==> src/fpc_pkg.sv <==
/*
 * Shared constants, states and carriers of the flash erase/program
 * controller. Assumes an 8-bit register port and a 10 MHz system clock.
 */
package fpc_pkg;
  localparam logic [7:0] ADDR_CMD       = 8'h00;
  localparam logic [7:0] ADDR_PAGE      = 8'h02;
  localparam logic [7:0] CMD_UNLOCK1    = 8'h73;
  localparam logic [7:0] CMD_UNLOCK2    = 8'h8C;
  localparam logic [7:0] CMD_SEC_ARM    = 8'h5E;
  localparam logic [7:0] CMD_PAGE_ERASE = 8'h95;
  localparam logic [7:0] CMD_MASS_ERASE = 8'h63;
  localparam logic [7:0] PAGE_INFO3     = 8'h83;
  localparam logic [7:0] PAGE_RESET     = 8'h00;
  localparam logic [7:0] GUARD_RESET    = 8'h00;
  localparam logic [7:0] ERASED_BYTE    = 8'hFF;
  localparam int INFO_SEL_BIT     = 7;
  localparam int ICP_DONE_BIT     = 3;
  localparam int STAT_BUSY_BIT    = 3;
  localparam int STAT_REFUSED_BIT = 4;
  localparam int STAT_SCOPE_LSB   = 5;
  localparam int SECTOR_LSB       = 4;
  localparam int PAGE_ADDR_LSB    = 9;
  localparam int INFO_ADDR_LSB    = 6;
  localparam int TMR_W            = 17;
  localparam int CLK_PERIOD_NS    = 100;
  localparam int PROG_TIME_NS     = 30000;
  localparam int ERASE_TIME_NS    = 10000000;
  localparam int PROG_CYC  = (PROG_TIME_NS + CLK_PERIOD_NS - 1) / CLK_PERIOD_NS;
  localparam int ERASE_CYC = (ERASE_TIME_NS + CLK_PERIOD_NS - 1) / CLK_PERIOD_NS;

  typedef enum logic [2:0] {
    ST_LOCKED, ST_GOT_PAGE, ST_GOT_73, ST_GOT_8C, ST_UNLOCKED, ST_SEC_ARMED
  } fpc_lock_t;

  typedef enum logic [1:0] {SCOPE_NONE, SCOPE_PAGE, SCOPE_ALL} fpc_scope_t;

  typedef struct packed {
    logic [7:0] addr;
    logic [7:0] data;
    logic       in_circuit_prog_port;
  } fpc_reg_wr_t;

  typedef struct packed {
    logic [15:0] addr;
    logic [7:0]  data;
    logic        info;
    logic        in_circuit_prog_port;
  } fpc_prog_req_t;

  typedef struct packed {
    logic        prog;
    logic        page_erase;
    logic        mass_erase;
    logic        info;
    logic [15:0] addr;
    logic [7:0]  wdata;
  } fpc_flash_cmd_t;
endpackage

==> src/fpc_flash_ctrl.sv <==
/*
 * Flash erase/program controller: command and page registers, sector
 * guard, option-byte limits, program and erase sequencing.
 * Assumes a flash array that acts on flash_cmd_out while it is held and
 * returns the addressed byte combinationally on flash_rdata_in.
 */
// Notes on behaviour
// - programming port ignores sector guard
// - option protect bits override normal flow
// - option bits block external main, info3
// - sectors of sixteen 512-byte pages
// - 5EH while locked redirects next 02H
// - sector guard resets to zero
// - guarded sector refuses CPU program/erase
// - guard bits sticky until power down
// - CPU programs main only; port also info3
// - erase scope decides programmable locations
// - erase gives FFH; program clears bits
// - CPU stalled during its operations
// - other commands end programming and relock
// - 95H erases selected unguarded page
// - port done bit; relock after erase
// - CPU no info access; port via bit7
// - 63H mass erase, port only, main
// - unlock needs 73H then 8CH
// - invalid command or order relocks
// - command write, status read, same address
// - page writes bracket unlock, must match
// - reset enters locked state
// - page bits match address bits 15:9
`timescale 1ns/10ps
module fpc_flash_ctrl
  import fpc_pkg::*;
#(
  parameter int unsigned ERASE_CYCLES = ERASE_CYC
)
(
  input  wire logic           clk_in,
  input  wire logic           rstn_in,
  input  wire logic           reg_wr_in,
  input  wire logic           reg_rd_in,
  input  wire fpc_reg_wr_t    reg_req_in,
  output logic [7:0]          reg_rdata_out,
  input  wire logic           prog_req_in,
  input  wire fpc_prog_req_t  prog_in,
  input  wire logic           opt_rw_prot_in,
  input  wire logic           opt_low_prot_in,
  input  wire logic [7:0]     flash_rdata_in,
  output fpc_flash_cmd_t      flash_cmd_out,
  output logic                cpu_stall_out,
  output logic [7:0]          icp_status_out,
  output logic                ext_main_rd_block_out,
  output logic                ext_low_rd_block_out
);
  logic           rst_s1_reg;
  logic           rst_s2_reg;
  logic [7:0]     page_pointer_reg;
  logic [7:0]     page_pointer_next;
  logic [7:0]     sector_write_guard;
  logic [7:0]     sector_write_guard_next;
  fpc_scope_t     scope_reg;
  fpc_scope_t     scope_next;
  logic           mass_done_reg;
  logic           icp_done_reg;
  logic           icp_done_next;
  logic           refused_reg;
  logic           refused_next;
  logic           op_icp_reg;
  fpc_flash_cmd_t flash_cmd_reg;
  fpc_flash_cmd_t flash_cmd_next;
  logic [7:0]     rdata_next;
  fpc_lock_t      lock_state;
  logic           busy;
  logic           done;
  logic           start;
  logic [TMR_W-1:0] tmr_load;

  // sixteen pages per sector
  // a sector guard bit covers page bits 6:4
  function automatic logic guarded(input logic [7:0] guard,
                                   input logic [6:0] page);
    guarded = guard[page[6:SECTOR_LSB]];
  endfunction

  // low half blocked by one option bit, all of main by the other
  function automatic logic ext_blocked(input logic rw, input logic low,
                                       input logic [6:0] page);
    ext_blocked = rw || (low && !page[6]);
  endfunction

  // reset release through two flops
  always_ff @(posedge clk_in or negedge rstn_in) begin
    if (!rstn_in) begin
      rst_s1_reg <= 1'b0;
      rst_s2_reg <= 1'b0;
    end else begin
      rst_s1_reg <= 1'b1;
      rst_s2_reg <= rst_s1_reg;
    end
  end

  wire        rst_n      = rst_s2_reg;
  // writes during an operation are dropped
  wire        wr_ok      = reg_wr_in && !busy;
  wire        cmd_wr     = wr_ok && reg_req_in.addr == ADDR_CMD;
  wire        at_page    = wr_ok && reg_req_in.addr == ADDR_PAGE;
  wire [7:0]  wdata      = reg_req_in.data;
  wire        from_icp   = reg_req_in.in_circuit_prog_port;
  wire        unlocked   = (lock_state == ST_UNLOCKED);
  wire        guard_wr   = at_page && lock_state == ST_SEC_ARMED;
  wire        page_wr    = at_page && !guard_wr;
  wire [6:0]  sel_page   = page_pointer_reg[6:0];
  wire        sel_info   = page_pointer_reg[INFO_SEL_BIT];
  // protection lifts only after a mass erase this power-up
  wire        prot_any   = (opt_rw_prot_in || opt_low_prot_in) &&
                           !mass_done_reg;
  wire        prot_rw    = opt_rw_prot_in && !mass_done_reg;
  wire        prot_low   = opt_low_prot_in && !mass_done_reg;

  // option bits checked ahead of the normal flow
  wire        ext_main_ok = !ext_blocked(prot_rw, prot_low, sel_page);
  // info erase only for page 3 from the port
  wire        info_ok     = page_pointer_reg == PAGE_INFO3 && !prot_any;
  // port skips the guard, CPU honours it
  // erase needs unlocked and a valid page
  wire        perase_ok = unlocked && (from_icp ?
                (sel_info ? info_ok : ext_main_ok) :
                (!sel_info && !guarded(sector_write_guard, sel_page)));
  wire        perase_go = cmd_wr && wdata == CMD_PAGE_ERASE && perase_ok;
  // mass erase from the port only
  // while unlocked, a CPU mass erase only sets the refused bit
  wire        merase_go = cmd_wr && wdata == CMD_MASS_ERASE && unlocked &&
                          from_icp;
  wire        erase_bad = cmd_wr && unlocked && !perase_go && !merase_go &&
                          (wdata == CMD_PAGE_ERASE ||
                           wdata == CMD_MASS_ERASE);

  wire        main_match = prog_in.addr[15:PAGE_ADDR_LSB] == sel_page;
  wire        info_match = prog_in.addr[12:INFO_ADDR_LSB] == sel_page;
  // scope widened by main page and mass erases, never narrowed
  wire        scope_ok   = scope_reg == SCOPE_ALL ||
                           (scope_reg == SCOPE_PAGE && main_match);
  // CPU main only, port main or info3
  // match needed after mass erase too
  wire        prog_main  = !prog_in.info && !sel_info && scope_ok &&
                           main_match &&
                           (prog_in.in_circuit_prog_port ?
                            !ext_blocked(prot_rw, prot_low,
                                         prog_in.addr[15:PAGE_ADDR_LSB]) :
                            !guarded(sector_write_guard,
                                     prog_in.addr[15:PAGE_ADDR_LSB]));
  wire        prog_info  = prog_in.info && prog_in.in_circuit_prog_port && info_match &&
                           page_pointer_reg == PAGE_INFO3 && !prot_any;
  wire        prog_take  = prog_req_in && !busy && unlocked;
  wire        prog_go    = prog_take && (prog_main || prog_info);
  wire        prog_bad   = prog_take && !prog_go;
  wire        erase_done = done && !flash_cmd_reg.prog;

  assign start = prog_go || perase_go || merase_go;
  assign tmr_load = prog_go ? TMR_W'(PROG_CYC) : TMR_W'(ERASE_CYCLES);

  fpc_unlock_seq u_lock (
    .clk_in      (clk_in),
    .rst_n_in    (rst_n),
    .cmd_wr_in   (cmd_wr && !perase_go && !merase_go && !erase_bad),
    .page_wr_in  (page_wr || guard_wr),
    .wdata_in    (wdata),
    .from_icp_in (from_icp),
    .relock_in   (erase_done),
    .state_out   (lock_state)
  );

  fpc_op_timer u_tmr (
    .clk_in   (clk_in),
    .rst_n_in (rst_n),
    .start_in (start),
    .load_in  (tmr_load),
    .busy_out (busy),
    .done_out (done)
  );

  assign page_pointer_next = page_wr ? wdata : page_pointer_reg;
  assign sector_write_guard_next = guard_wr ? sector_write_guard | wdata
                                            : sector_write_guard;

  // scope must outlive the relock that ends every erase
  assign scope_next = (erase_done && flash_cmd_reg.mass_erase) ? SCOPE_ALL :
                      (erase_done && !flash_cmd_reg.info &&
                       scope_reg != SCOPE_ALL) ? SCOPE_PAGE : scope_reg;

  // done bit set at port erase end, cleared at next port erase start
  assign icp_done_next = (erase_done && op_icp_reg) ? 1'b1 :
                         ((perase_go || merase_go) && from_icp) ? 1'b0 :
                         icp_done_reg;

  assign refused_next = (prog_bad || erase_bad) ? 1'b1 :
                        start ? 1'b0 : refused_reg;

  always_comb begin
    flash_cmd_next = flash_cmd_reg;
    if (done) begin
      flash_cmd_next = '0;
    end else if (prog_go) begin
      flash_cmd_next.prog  = 1'b1;
      flash_cmd_next.info  = prog_in.info;
      flash_cmd_next.addr  = prog_in.addr;
      flash_cmd_next.wdata = prog_in.data & flash_rdata_in;
    end else if (perase_go) begin
      flash_cmd_next.page_erase = 1'b1;
      flash_cmd_next.info       = sel_info;
      flash_cmd_next.addr       = {sel_page, {PAGE_ADDR_LSB{1'b0}}};
      flash_cmd_next.wdata      = ERASED_BYTE;
    end else if (merase_go) begin
      flash_cmd_next.mass_erase = 1'b1;
      flash_cmd_next.wdata      = ERASED_BYTE;
    end
  end

  // status answers reads of the command address
  assign rdata_next =
    !reg_rd_in ? reg_rdata_out :
    reg_req_in.addr == ADDR_CMD ?
      {1'b0, scope_reg, refused_reg, busy, lock_state} :
    reg_req_in.addr == ADDR_PAGE ? page_pointer_reg : 8'h00;

  always_ff @(posedge clk_in or negedge rst_n) begin
    if (!rst_n) begin
      page_pointer_reg   <= PAGE_RESET;
      sector_write_guard <= GUARD_RESET;
      scope_reg          <= SCOPE_NONE;
      mass_done_reg      <= 1'b0;
      icp_done_reg       <= 1'b0;
      refused_reg        <= 1'b0;
      op_icp_reg         <= 1'b0;
      flash_cmd_reg      <= '0;
      reg_rdata_out      <= 8'h00;
    end else begin
      page_pointer_reg   <= page_pointer_next;
      sector_write_guard <= sector_write_guard_next;
      scope_reg          <= scope_next;
      mass_done_reg      <= mass_done_reg ||
                            (erase_done && flash_cmd_reg.mass_erase);
      icp_done_reg       <= icp_done_next;
      refused_reg        <= refused_next;
      op_icp_reg         <= start ? (prog_go ? prog_in.in_circuit_prog_port : from_icp)
                                  : op_icp_reg;
      flash_cmd_reg      <= flash_cmd_next;
      reg_rdata_out      <= rdata_next;
    end
  end

  assign flash_cmd_out = flash_cmd_reg;
  // stall the CPU for its own operations
  assign cpu_stall_out = busy && !op_icp_reg;
  assign icp_status_out = {4'h0, icp_done_reg, 3'h0};
  assign ext_main_rd_block_out = prot_rw;
  assign ext_low_rd_block_out  = prot_low;

  localparam int PROG_WAIT = PROG_CYC;

  property prog_len_p;
    @(posedge clk_in) disable iff (!rst_n)
    prog_go |-> ##PROG_WAIT flash_cmd_out.prog ##1 !flash_cmd_out.prog;
  endproperty
  prog_timing_a: assert property (prog_len_p)
    else $error("program pulse length wrong");
  // stall ends with the operation so the CPU resumes
  cpu_stall_a: assert property (
    @(posedge clk_in) disable iff (!rst_n)
    (prog_go && !prog_in.in_circuit_prog_port) |-> ##PROG_WAIT cpu_stall_out ##1
    !cpu_stall_out)
    else $error("CPU stall length wrong");
  guard_sticky_a: assert property (
    @(posedge clk_in) disable iff (!rst_n)
    !guard_wr |=> $stable(sector_write_guard))
    else $error("guard changed without a write");
  guard_or_a: assert property (
    @(posedge clk_in) disable iff (!rst_n)
    guard_wr |=> sector_write_guard ==
                 ($past(sector_write_guard) | $past(wdata)))
    else $error("guard write not merged");
  guard_keep_a: assert property (
    @(posedge clk_in) disable iff (!rst_n)
    ($past(sector_write_guard) & ~sector_write_guard) == 8'h00)
    else $error("guard bit lost");
  cpu_no_mass_a: assert property (
    @(posedge clk_in) disable iff (!rst_n)
    (cmd_wr && !from_icp) |=> !flash_cmd_out.mass_erase)
    else $error("CPU started a mass erase");
  guarded_cpu_a: assert property (
    @(posedge clk_in) disable iff (!rst_n)
    (prog_take && !prog_in.in_circuit_prog_port &&
     guarded(sector_write_guard, prog_in.addr[15:PAGE_ADDR_LSB]))
    |=> !flash_cmd_out.prog)
    else $error("guarded sector programmed by CPU");
  locked_idle_a: assert property (
    @(posedge clk_in) disable iff (!rst_n)
    (!unlocked && !busy) |=> !flash_cmd_out.prog &&
     !flash_cmd_out.page_erase && !flash_cmd_out.mass_erase)
    else $error("operation while locked");
  relock_a: assert property (
    @(posedge clk_in) disable iff (!rst_n)
    erase_done |=> lock_state == ST_LOCKED)
    else $error("no relock after erase");
  icp_done_a: assert property (
    @(posedge clk_in) disable iff (!rst_n)
    (erase_done && op_icp_reg) |=> icp_status_out[ICP_DONE_BIT])
    else $error("port done bit not set");
  match_a: assert property (
    @(posedge clk_in) disable iff (!rst_n)
    (prog_go && !prog_in.info) |-> main_match)
    else $error("program outside selected page");
  info_cpu_a: assert property (
    @(posedge clk_in) disable iff (!rst_n)
    (prog_req_in && !busy && !prog_in.in_circuit_prog_port && prog_in.info) |=>
    !flash_cmd_out.prog)
    else $error("CPU reached info block");
  cmd_relock_a: assert property (
    @(posedge clk_in) disable iff (!rst_n)
    (cmd_wr && unlocked && wdata != CMD_PAGE_ERASE &&
     wdata != CMD_MASS_ERASE) |=> lock_state == ST_LOCKED)
    else $error("other command left controller unlocked");
  port_guard_a: assert property (
    @(posedge clk_in) disable iff (!rst_n)
    (cmd_wr && from_icp && unlocked && wdata == CMD_PAGE_ERASE &&
     !sel_info && ext_main_ok) |=> flash_cmd_out.page_erase)
    else $error("port page erase not started");
  status_read_a: assert property (
    @(posedge clk_in) disable iff (!rst_n)
    (reg_rd_in && reg_req_in.addr == ADDR_CMD) |=>
    reg_rdata_out[2:0] == $past(lock_state))
    else $error("status read lost lock state");

  unlock_c: cover property (@(posedge clk_in) disable iff (!rst_n)
    lock_state == ST_GOT_8C ##1 unlocked);
  perase_c: cover property (@(posedge clk_in) disable iff (!rst_n)
    perase_go);
  merase_c: cover property (@(posedge clk_in) disable iff (!rst_n)
    merase_go);
  guard_c: cover property (@(posedge clk_in) disable iff (!rst_n)
    guard_wr && wdata != 8'h00);
  prog_c: cover property (@(posedge clk_in) disable iff (!rst_n)
    prog_go);
endmodule

==> src/fpc_op_timer.sv <==
/*
 * Down counter that times one flash operation.
 * Assumes start_in is only pulsed while busy_out is low.
 */
`timescale 1ns/10ps
module fpc_op_timer
  import fpc_pkg::*;
(
  input  wire logic             clk_in,
  input  wire logic             rst_n_in,
  input  wire logic             start_in,
  input  wire logic [TMR_W-1:0] load_in,
  output logic                  busy_out,
  output logic                  done_out
);
  logic [TMR_W-1:0] cnt_reg;
  logic [TMR_W-1:0] cnt_next;

  assign cnt_next = start_in ? load_in :
                    (cnt_reg != '0) ? cnt_reg - 1'b1 : cnt_reg;
  assign busy_out = (cnt_reg != '0);
  assign done_out = (cnt_reg == {{(TMR_W-1){1'b0}}, 1'b1});

  always_ff @(posedge clk_in or negedge rst_n_in) begin
    if (!rst_n_in) begin
      cnt_reg <= '0;
    end else begin
      cnt_reg <= cnt_next;
    end
  end
endmodule

==> src/fpc_unlock_seq.sv <==
/*
 * Lock state machine: unlock sequence and sector guard arming.
 * Assumes the caller presents writes only while no operation runs.
 */
`timescale 1ns/10ps
module fpc_unlock_seq
  import fpc_pkg::*;
(
  input  wire logic       clk_in,
  input  wire logic       rst_n_in,
  input  wire logic       cmd_wr_in,
  input  wire logic       page_wr_in,
  input  wire logic [7:0] wdata_in,
  input  wire logic       from_icp_in,
  input  wire logic       relock_in,
  output fpc_lock_t       state_out
);
  fpc_lock_t  state_reg;
  fpc_lock_t  state_next;
  logic [7:0] first_page_reg;
  logic [7:0] first_page_next;

  assign first_page_next = (page_wr_in && state_reg == ST_LOCKED) ||
                           (page_wr_in && state_reg == ST_GOT_PAGE) ?
                           wdata_in : first_page_reg;
  assign state_out = state_reg;

  always_comb begin
    state_next = state_reg;
    unique case (state_reg)
      ST_LOCKED: begin
        if (page_wr_in) state_next = ST_GOT_PAGE;
        else if (cmd_wr_in && wdata_in == CMD_SEC_ARM)
          state_next = ST_SEC_ARMED;
      end
      ST_SEC_ARMED: begin
        if (page_wr_in) state_next = ST_LOCKED;
        else if (cmd_wr_in && wdata_in != CMD_SEC_ARM)
          state_next = ST_LOCKED;
      end
      ST_GOT_PAGE: begin
        if (cmd_wr_in)
          state_next = (wdata_in == CMD_UNLOCK1) ? ST_GOT_73 : ST_LOCKED;
      end
      ST_GOT_73: begin
        if (page_wr_in) state_next = ST_LOCKED;
        else if (cmd_wr_in)
          state_next = (wdata_in == CMD_UNLOCK2) ? ST_GOT_8C : ST_LOCKED;
      end
      ST_GOT_8C: begin
        if (page_wr_in)
          state_next = (wdata_in == first_page_reg) ? ST_UNLOCKED : ST_LOCKED;
        else if (cmd_wr_in) state_next = ST_LOCKED;
      end
      ST_UNLOCKED: begin
        if (cmd_wr_in && wdata_in != CMD_PAGE_ERASE &&
            wdata_in != CMD_MASS_ERASE) state_next = ST_LOCKED;
        else if (page_wr_in && !from_icp_in) state_next = ST_LOCKED;
      end
      default: state_next = ST_LOCKED;
    endcase
    if (relock_in) state_next = ST_LOCKED;
  end

  always_ff @(posedge clk_in or negedge rst_n_in) begin
    if (!rst_n_in) begin
      state_reg      <= ST_LOCKED;
      first_page_reg <= PAGE_RESET;
    end else begin
      state_reg      <= state_next;
      first_page_reg <= first_page_next;
    end
  end
endmodule

==> config.mk <==
export PLATFORM = sky130hd
export DESIGN_NAME = fpc_flash_ctrl
export DESIGN_NICKNAME = d
export VERILOG_FILES = /design/src/fpc_pkg.sv /design/src/fpc_flash_ctrl.sv /design/src/fpc_op_timer.sv /design/src/fpc_unlock_seq.sv
export SDC_FILE = /design/constraint.sdc
export NUM_CORES = 1
export LEC_CHECK = 0
export ABC_AREA = 1
export BUFFER_PORTS_ARGS = -buffer_cell sky130_fd_sc_hd__buf_4
export CORE_AREA = 2 2 126 128
export CTS_CLUSTER_DIAMETER = 100
export DETAILED_ROUTE_END_ITERATION = 7
export DIE_AREA = 0 0 128 130
export SYNTH_ARGS = -nofsm -noshare
export SYNTH_HDL_FRONTEND = slang
export SYNTH_SLANG_ARGS = --single-unit
==> constraint.sdc <==
create_clock -name clk_in -period 7.25 [get_ports clk_in]
set_clock_uncertainty 0.1 [all_clocks]
set_input_delay 0.3625 -clock clk_in [delete_from_list [all_inputs] [get_ports clk_in]]
set_output_delay 0.3625 -clock clk_in [all_outputs]
set_load 0.005 [all_outputs]
==> results of run 1 <==
## power by group
part	total, W	internal, W	switching, W
clock	0.000498	0.000306	0.000192
sequential	0.000498	0.000494	0.00000355
combinational	0.0000756	0.0000327	0.0000429
## worst register-to-register path, stage by stage, from the launching register on
cell and delay [ps]:
dfrtp_1 570, inv_2 80, nand2_1 90, inv_1 60, nor2_1 80, nand2_1 60, nor3_1 280, nand3_1 140
nand2_2 140, nand2_2 290, o21ai_0 380, nand2_1 100, nand2_1 70
## metrics by stage
| stage | total power, W | util |
|---|---|---|
| floorplan | 0.000540 | - |
| finish | 0.00107 | 0.418 |
| CTS | 0.00109 | 0.418 |
| detailed placement | 0.000582 | 0.397 |
| global route | 0.00111 | 0.418 |
| global placement | 0.000583 | 0.397 |
## kinds of logic (layout without fill, tap and decap cells)
kind of cell,count (synthesis),after routing
other cells,2,8
compound gates,79,79
flops,88,88
fa+ha+maj,3,3
simple gates,435,435
buf+inv,107,201
xor+xnor,16,16
## routing by layer
metal,global-route usage,up-vias
met5,0,-
met4,0.0659,0
met3,0.0426,25
met2,0.279,175
met1,0.261,2254
li1,-,2528
## final cells by class
type	count	share of cell area
repair buffers	99	0.116
clock buffers	10	0.0371
clock inverters	4	0.0109
flip-flops and latches	88	0.342
inverters	88	0.0516
multi-input cells	541	0.405
well taps	192	0.0373
## final timing paths
| kind | to | slack (ps) | cells after the start |
|---|---|---|---|
| hold / removal | u_tmr.cnt_reg[9] | 80 | 0 |
| hold reg to reg | u_tmr.cnt_reg[9] | 80 | 0 |
| setup / recovery | flash_cmd_out[22] | 4770 | 12 |
| max in group asynchronous | flash_cmd_out[9] | 5790 | 1 |
| setup reg to reg | flash_cmd_out[22] | 4770 | 12 |
| min in group clk_in | flash_cmd_out[12] | 120 | 3 |
## layout by cell type (no fill, tap or decap), types with 7 or more instances in the layout
cell type,instances
nand2_1,223
buf_4,98
nor2_1,90
dfrtp_1,87
inv_1,74
nand3_1,45
o21ai_0,35
nor3_1,22
a21oi_1,21
nand4_1,18
inv_2,11
xor2_1,10
clkbuf_16,9
nand3_2,8
o21ai_1,8
conb_1,8
nor4_1,7
==> impl_metrics.ini, run 1 <==
[placed_design]
post-place-ws_ps = 4820
io_buffers = 97
hpwl_um = 11400
dp_cells = 1007
place_congestion = 0.887
placed_cell_area_um2 = 6130

[drt]
post_drt_via_cell_ratio = 4.87
drt_iter0_markers = 269
top_layer = met4
dr_wl_met2_um = 6210
dr_wl_met3_um = 960
antenna_left = 0
drc_errors = 0
wl_um = 14800
drt-met1-wl_um = 7310
wl_per_cell_um = 14.5
vias = 4982
firstDrtPassIters = 5

[final_layout]
final_cell_count_no_fill = 1022
layout-drive-gt1-share = 0.183
area_growth_pct = 22.6
multi_input_area_um2 = 2610
fin_nets = 888
final_area_um2 = 6440
fillerInstances = 1620
largest_register_ffs = 28
register_area_um2 = 2210
num_antenna_cells = 0

[setup_path]
path_cells = inv_2 -> nand2_1 -> inv_1 -> nor2_1 -> nand2_1 -> nor3_1 -> nand3_1 -> nand2_2 -> nand2_2 -> o21ai_0 -> nand2_1 -> nand2_1
crit_top_cell = nand2_1
worstPathRequired_ps = 7440
cp_top_family = simple AND/OR/NAND/NOR gates
cp.arrival_ps = 2670
cp_max_fo = 20
r2r_start = page_pointer_reg[3]
end_kind = flip-flop
max_stage_delay_ps = 570
path_buf_inv = 2
crit_path_start_kind = flip-flop
crit_type = reg -> reg
cp_slowest_cell = dfrtp_1
crit_start = page_pointer_reg[3]

[timing]
hold_ws_ps = 75.4
period_share = 0.342
setup_viol = 0
rsz0062_at_grt = no
fin_tns_setup_ps = 0
maxSlewHeadroom = 0.375
final.setup.worst_slack_ps = 4770
tightestPinTransition_ps = 937
hold_viol = 0
fmax_mhz = 403
drv_slew = 0
post-route-min-period_ps = 2480

[cts]
cts.sinks = 88
post_cts_resized = 0
cts_setup_buffers = 0
cts_tree = yes
clock_latency_ps = 350
cts.path.max_buffers = 2
clk_pin_slew_ps = 70
hold_buffers = 1
clockRootBuffer = clkbuf_16
htreeDepth = 3
numCtsBuffers = 9

[global_routing]
grt_max_degree = 74
gr-usage-all-layers = 0.185
antenna_found_initial = 0
grt_remaining_overflow = 0
grt_first_pass_wirelength_um = 23900
grt_pass1_vias = 4531

[synthesis]
syn_avg_cell_area_um2 = 7.20
yosysTopAreaCell = dfrtp_1
synth_cell_types = 46
synth_top_cells_by_area = dfrtp_1 (42%), nand2_1 (16%), nor2_1 (6.4%), inv_1 (5.3%), nand3_1 (4.3%)
synth_top_area_frac = 0.419
synth_ff_type = dfrtp_1
synth_edf_count = 0
synth_compound_gate_area_share = 0.0845
synth_xor_area_frac = 0.0267
netlist_instances = 730
synth_fa_ha_area_frac = 0.00714
synth_top_cells_by_count = nand2_1 (223), nor2_1 (90), dfrtp_1 (88), inv_1 (74), nand3_1 (45)
synth_area_um2 = 5260
synth.most_common_cell = nand2_1
ys_ff_latch = 88
synthSimpleGateAreaFrac = 0.373
yosysSeqAreaShare = 0.419
yosys_warnings = 0
synth_top_family_by_area = simple AND/OR/NAND/NOR gates
synthArstFlopShare = 1.00
synthMuxAreaShare = 0

[power]
powerDensity_nw_per_um2 = 166
vdd_drop_max_mv = 0.111
leakage_nw = 3.42

[flow_run]
maxCapViolations = 0

[floorplanning]
ioPinCount = 105
dieArea_um2 = 16600
core-area_um2 = 15400
die_y_um = 130
initial_core_util = 0.341
num_rows = 46
die_w_um = 128

[hold_path]
min_path_type = reg -> async

[status]
status = finished clean
(Power assumes the default switching activity.)
==> run 2, diff against run 1 <==
Settings changed: ABC_AREA 1 to 0, CORE_AREA 2 2 126 128 to 2 2 121 123, DIE_AREA 0 0 128 130 to 0 0 123 125.
Clock period 7.25 ns to 2.6 ns, I/O delays scaled along.
==> impl_metrics.ini, run 2 <==
[flow_run]
maxCapViolations = 0

[synthesis]
yosysSeqAreaShare = 0.459
ys_ff_latch = 88
yosys_warnings = 0
synth_top_area_frac = 0.459
synth_ff_type = dfrtp_1
synth_cell_types = 62
netlist_instances = 471
synth_area_um2 = 4800
synth_top_cells_by_area = dfrtp_1 (46%), xnor2_1 (4.6%), a21oi_1 (3.4%), nor3_1 (2.5%), mux2_4 (2.5%)
synth_top_cells_by_count = dfrtp_1 (88), a21oi_1 (33), nor2_1 (31), xnor2_1 (25), nor3_1 (24)
synthArstFlopShare = 1.00
synth_edf_count = 0
syn_avg_cell_area_um2 = 10.2
yosysTopAreaCell = dfrtp_1
synth.most_common_cell = dfrtp_1

[final_layout]
final_cell_count_no_fill = 824
final_common_cell = buf_4
fillerInstances = 1322
final_cell_mix = buf_4 (141), dfrtp_1 (86), nor2_1 (31), dlygate4sd3_1 (31), a21oi_1 (27)
area_growth_pct = 41.9
largest_register_ffs = 28
num_antenna_cells = 0
fin_nets = 696
fin_util = 0.479
layout-drive-gt1-share = 0.339

[cts]
htreeDepth = 3
clockRootBuffer = clkbuf_16
clk_pin_slew_ps = 70
cts_tree = yes
numCtsBuffers = 9
clock_latency_ps = 340
cts.path.max_buffers = 2
cts.sinks = 88

[power]
p_int_w = 0.00237
powerDensity_nw_per_um2 = 444
vdd_drop_max_mv = 0.278
clkPwrFrac = 0.464
power_frac_comb = 0.076
swShare = 0.216
seqPwrFrac = 0.460
p_sw_w = 0.000652
leakage_nw = 3.27

[floorplanning]
die_w_um = 123
num_rows = 44
die_y_um = 125
ioPinCount = 105
core-area_um2 = 14200
dieArea_um2 = 15400
initial_core_util = 0.338

[global_routing]
gr-usage-all-layers = 0.181
grt_max_degree = 61
grt_first_pass_wirelength_um = 21700
grt_remaining_overflow = 0
grt_pass1_vias = 4279
antenna_found_initial = 0

[timing]
period_share = 0.960
hold_ws_ps = -12.8
hold_viol = 2
fin_tns_setup_ps = 0
drv_slew = 0
tightestPinTransition_ps = 616
maxSlewHeadroom = 0.589
setup_viol = 0
post-route-min-period_ps = 2500
fmax_mhz = 401

[hold_path]
hp-start = flash_rdata_in[3]
min_path_type = in -> reg
whs_path_depth = 3
holdPathEnd = flash_cmd_out[3]

[drt]
firstDrtPassIters = 4
drc_errors = 0
wl_per_cell_um = 16.3
wl_um = 13400
post_drt_via_cell_ratio = 5.03
drt_iter0_markers = 208
antenna_left = 0
vias = 4148

[setup_path]
r2r_end = u_tmr.cnt_reg[10]
crit_top_cell = buf_4
worstRegToRegCells = 9
end_kind = flip-flop
cp_max_fo = 5
cp.arrival_ps = 2670
worstPathRequired_ps = 2770
path_buf_inv = 2
crit_type = reg -> reg
max_stage_delay_ps = 490
path_cells = buf_4 -> mux4_2 -> mux2_2 -> o221ai_4 -> nand2_1 -> a21oi_2 -> buf_4 -> a21oi_1 -> nor2_1
r2r_start = page_pointer_reg[5]
rrSetupSlack_ps = 100
cp_top_family = multiplexers
cp_slowest_cell = mux4_2
crit_path_start_kind = flip-flop

[placed_design]
dp_cells = 771
place_congestion = 0.890
hpwl_um = 9830
io_buffers = 97

[status]
violations = hold timing
status = finished, violations left
## run 2: cell types whose count changed in the layout (fill, tap and decap cells not counted), sizes merged, moves of 10 or more
| cell | delta |
|---|---|
| buf | +48 |
| nand2 | -206 |
| mux2 | +19 |
| xnor2 | +19 |
| nand2b | +10 |
| nand3 | -39 |
| a21oi | +12 |
| nor2 | -64 |
| dlygate4sd3 | +30 |
| o21ai | -20 |
| inv | -64 |
## run 2: logic make-up after synthesis
family | after synthesis | share of synthesized area
adder cells (fa/ha/maj) | 3 | 0.00782
multiplexers | 30 | 0.0816
AND/OR/NAND/NOR | 165 | 0.206
flip-flops | 88 | 0.459
XOR/XNOR | 38 | 0.0693
buffers and inverters | 53 | 0.0519
other | 2 | 0.00156
AO/OA/AOI/OAI | 92 | 0.123
## run 2: how the worst max path moves through the flow
stage	from	end	depth (start not counted)
after detailed placement	sector_write_guard[5]	flash_cmd_out[7]	7
final	page_pointer_reg[5]	u_tmr.cnt_reg[10]	9
after global routing	page_pointer_reg[5]	flash_cmd_out[3]	9
after global placement	page_pointer_reg[3]	flash_cmd_out[6]	7
after CTS	page_pointer_reg[3]	flash_cmd_out[4]	9
after floorplan	u_tmr.cnt_reg[6]	u_lock.first_page_reg[0]	6
## run 2: metal layers
layer | vias to the layer above | part of all wire | wire [µm] | GRT usage
li1 | 1979 | - | - | -
met1 | 2038 | 0.44 | 5870 | 0.247
met2 | 110 | 0.49 | 6550 | 0.292
met3 | 21 | 0.053 | 715 | 0.0228
met4 | 0 | 0.021 | 280 | 0.0715
met5 | - | 0 | 0 | 0
## run 2: power by group through the flow
stage / Clock [W] / Sequential [W] / Combinational, W
after floorplan: 0 / 0.00143 / 0.0000610
after global placement: 0 / 0.00142 / 0.000189
after detailed placement: 0 / 0.00142 / 0.000191
after CTS: 0.00142 / 0.00139 / 0.000229
after global routing: 0.00149 / 0.00139 / 0.000254
final: 0.00140 / 0.00139 / 0.000231
## run 2: cell type report
class / count / area [µm²] / share of cell area
sequential: 88 / 2210 / 0.324
clock buffer: 11 / 243 / 0.0356
timing repair buffer: 177 / 1460 / 0.214
inverter: 22 / 82.6 / 0.0121
tap: 184 / 230 / 0.0338
multi-input combinational: 337 / 2510 / 0.368
clock inverter: 5 / 80.1 / 0.0118
## run 2: repair_timing
item,4_1_cts,5_1_grt
endpoints found under the setup margin,11,36
buffers inserted,0,5
gates resized for setup,2,23
hold buffers,31,0
endpoints found under the hold margin,45,0
pin swaps,1,11
cloned,1,0
## run 2: tightest hold or removal path: stages
cell	delay [ps]
buf_4	80
a21oi_2	40
nor3_1	120
## run 2: through the flow
stage                     worst slack, ps  total power, W  cell area, µm²
after floorplan                       135         0.00149            4820
after global placement               19.7         0.00161            5970
after detailed placement            -83.2         0.00161            5970
after CTS                            2.86         0.00305            6630
after global routing                -7.57         0.00314            6810
final                                 104         0.00303            6810
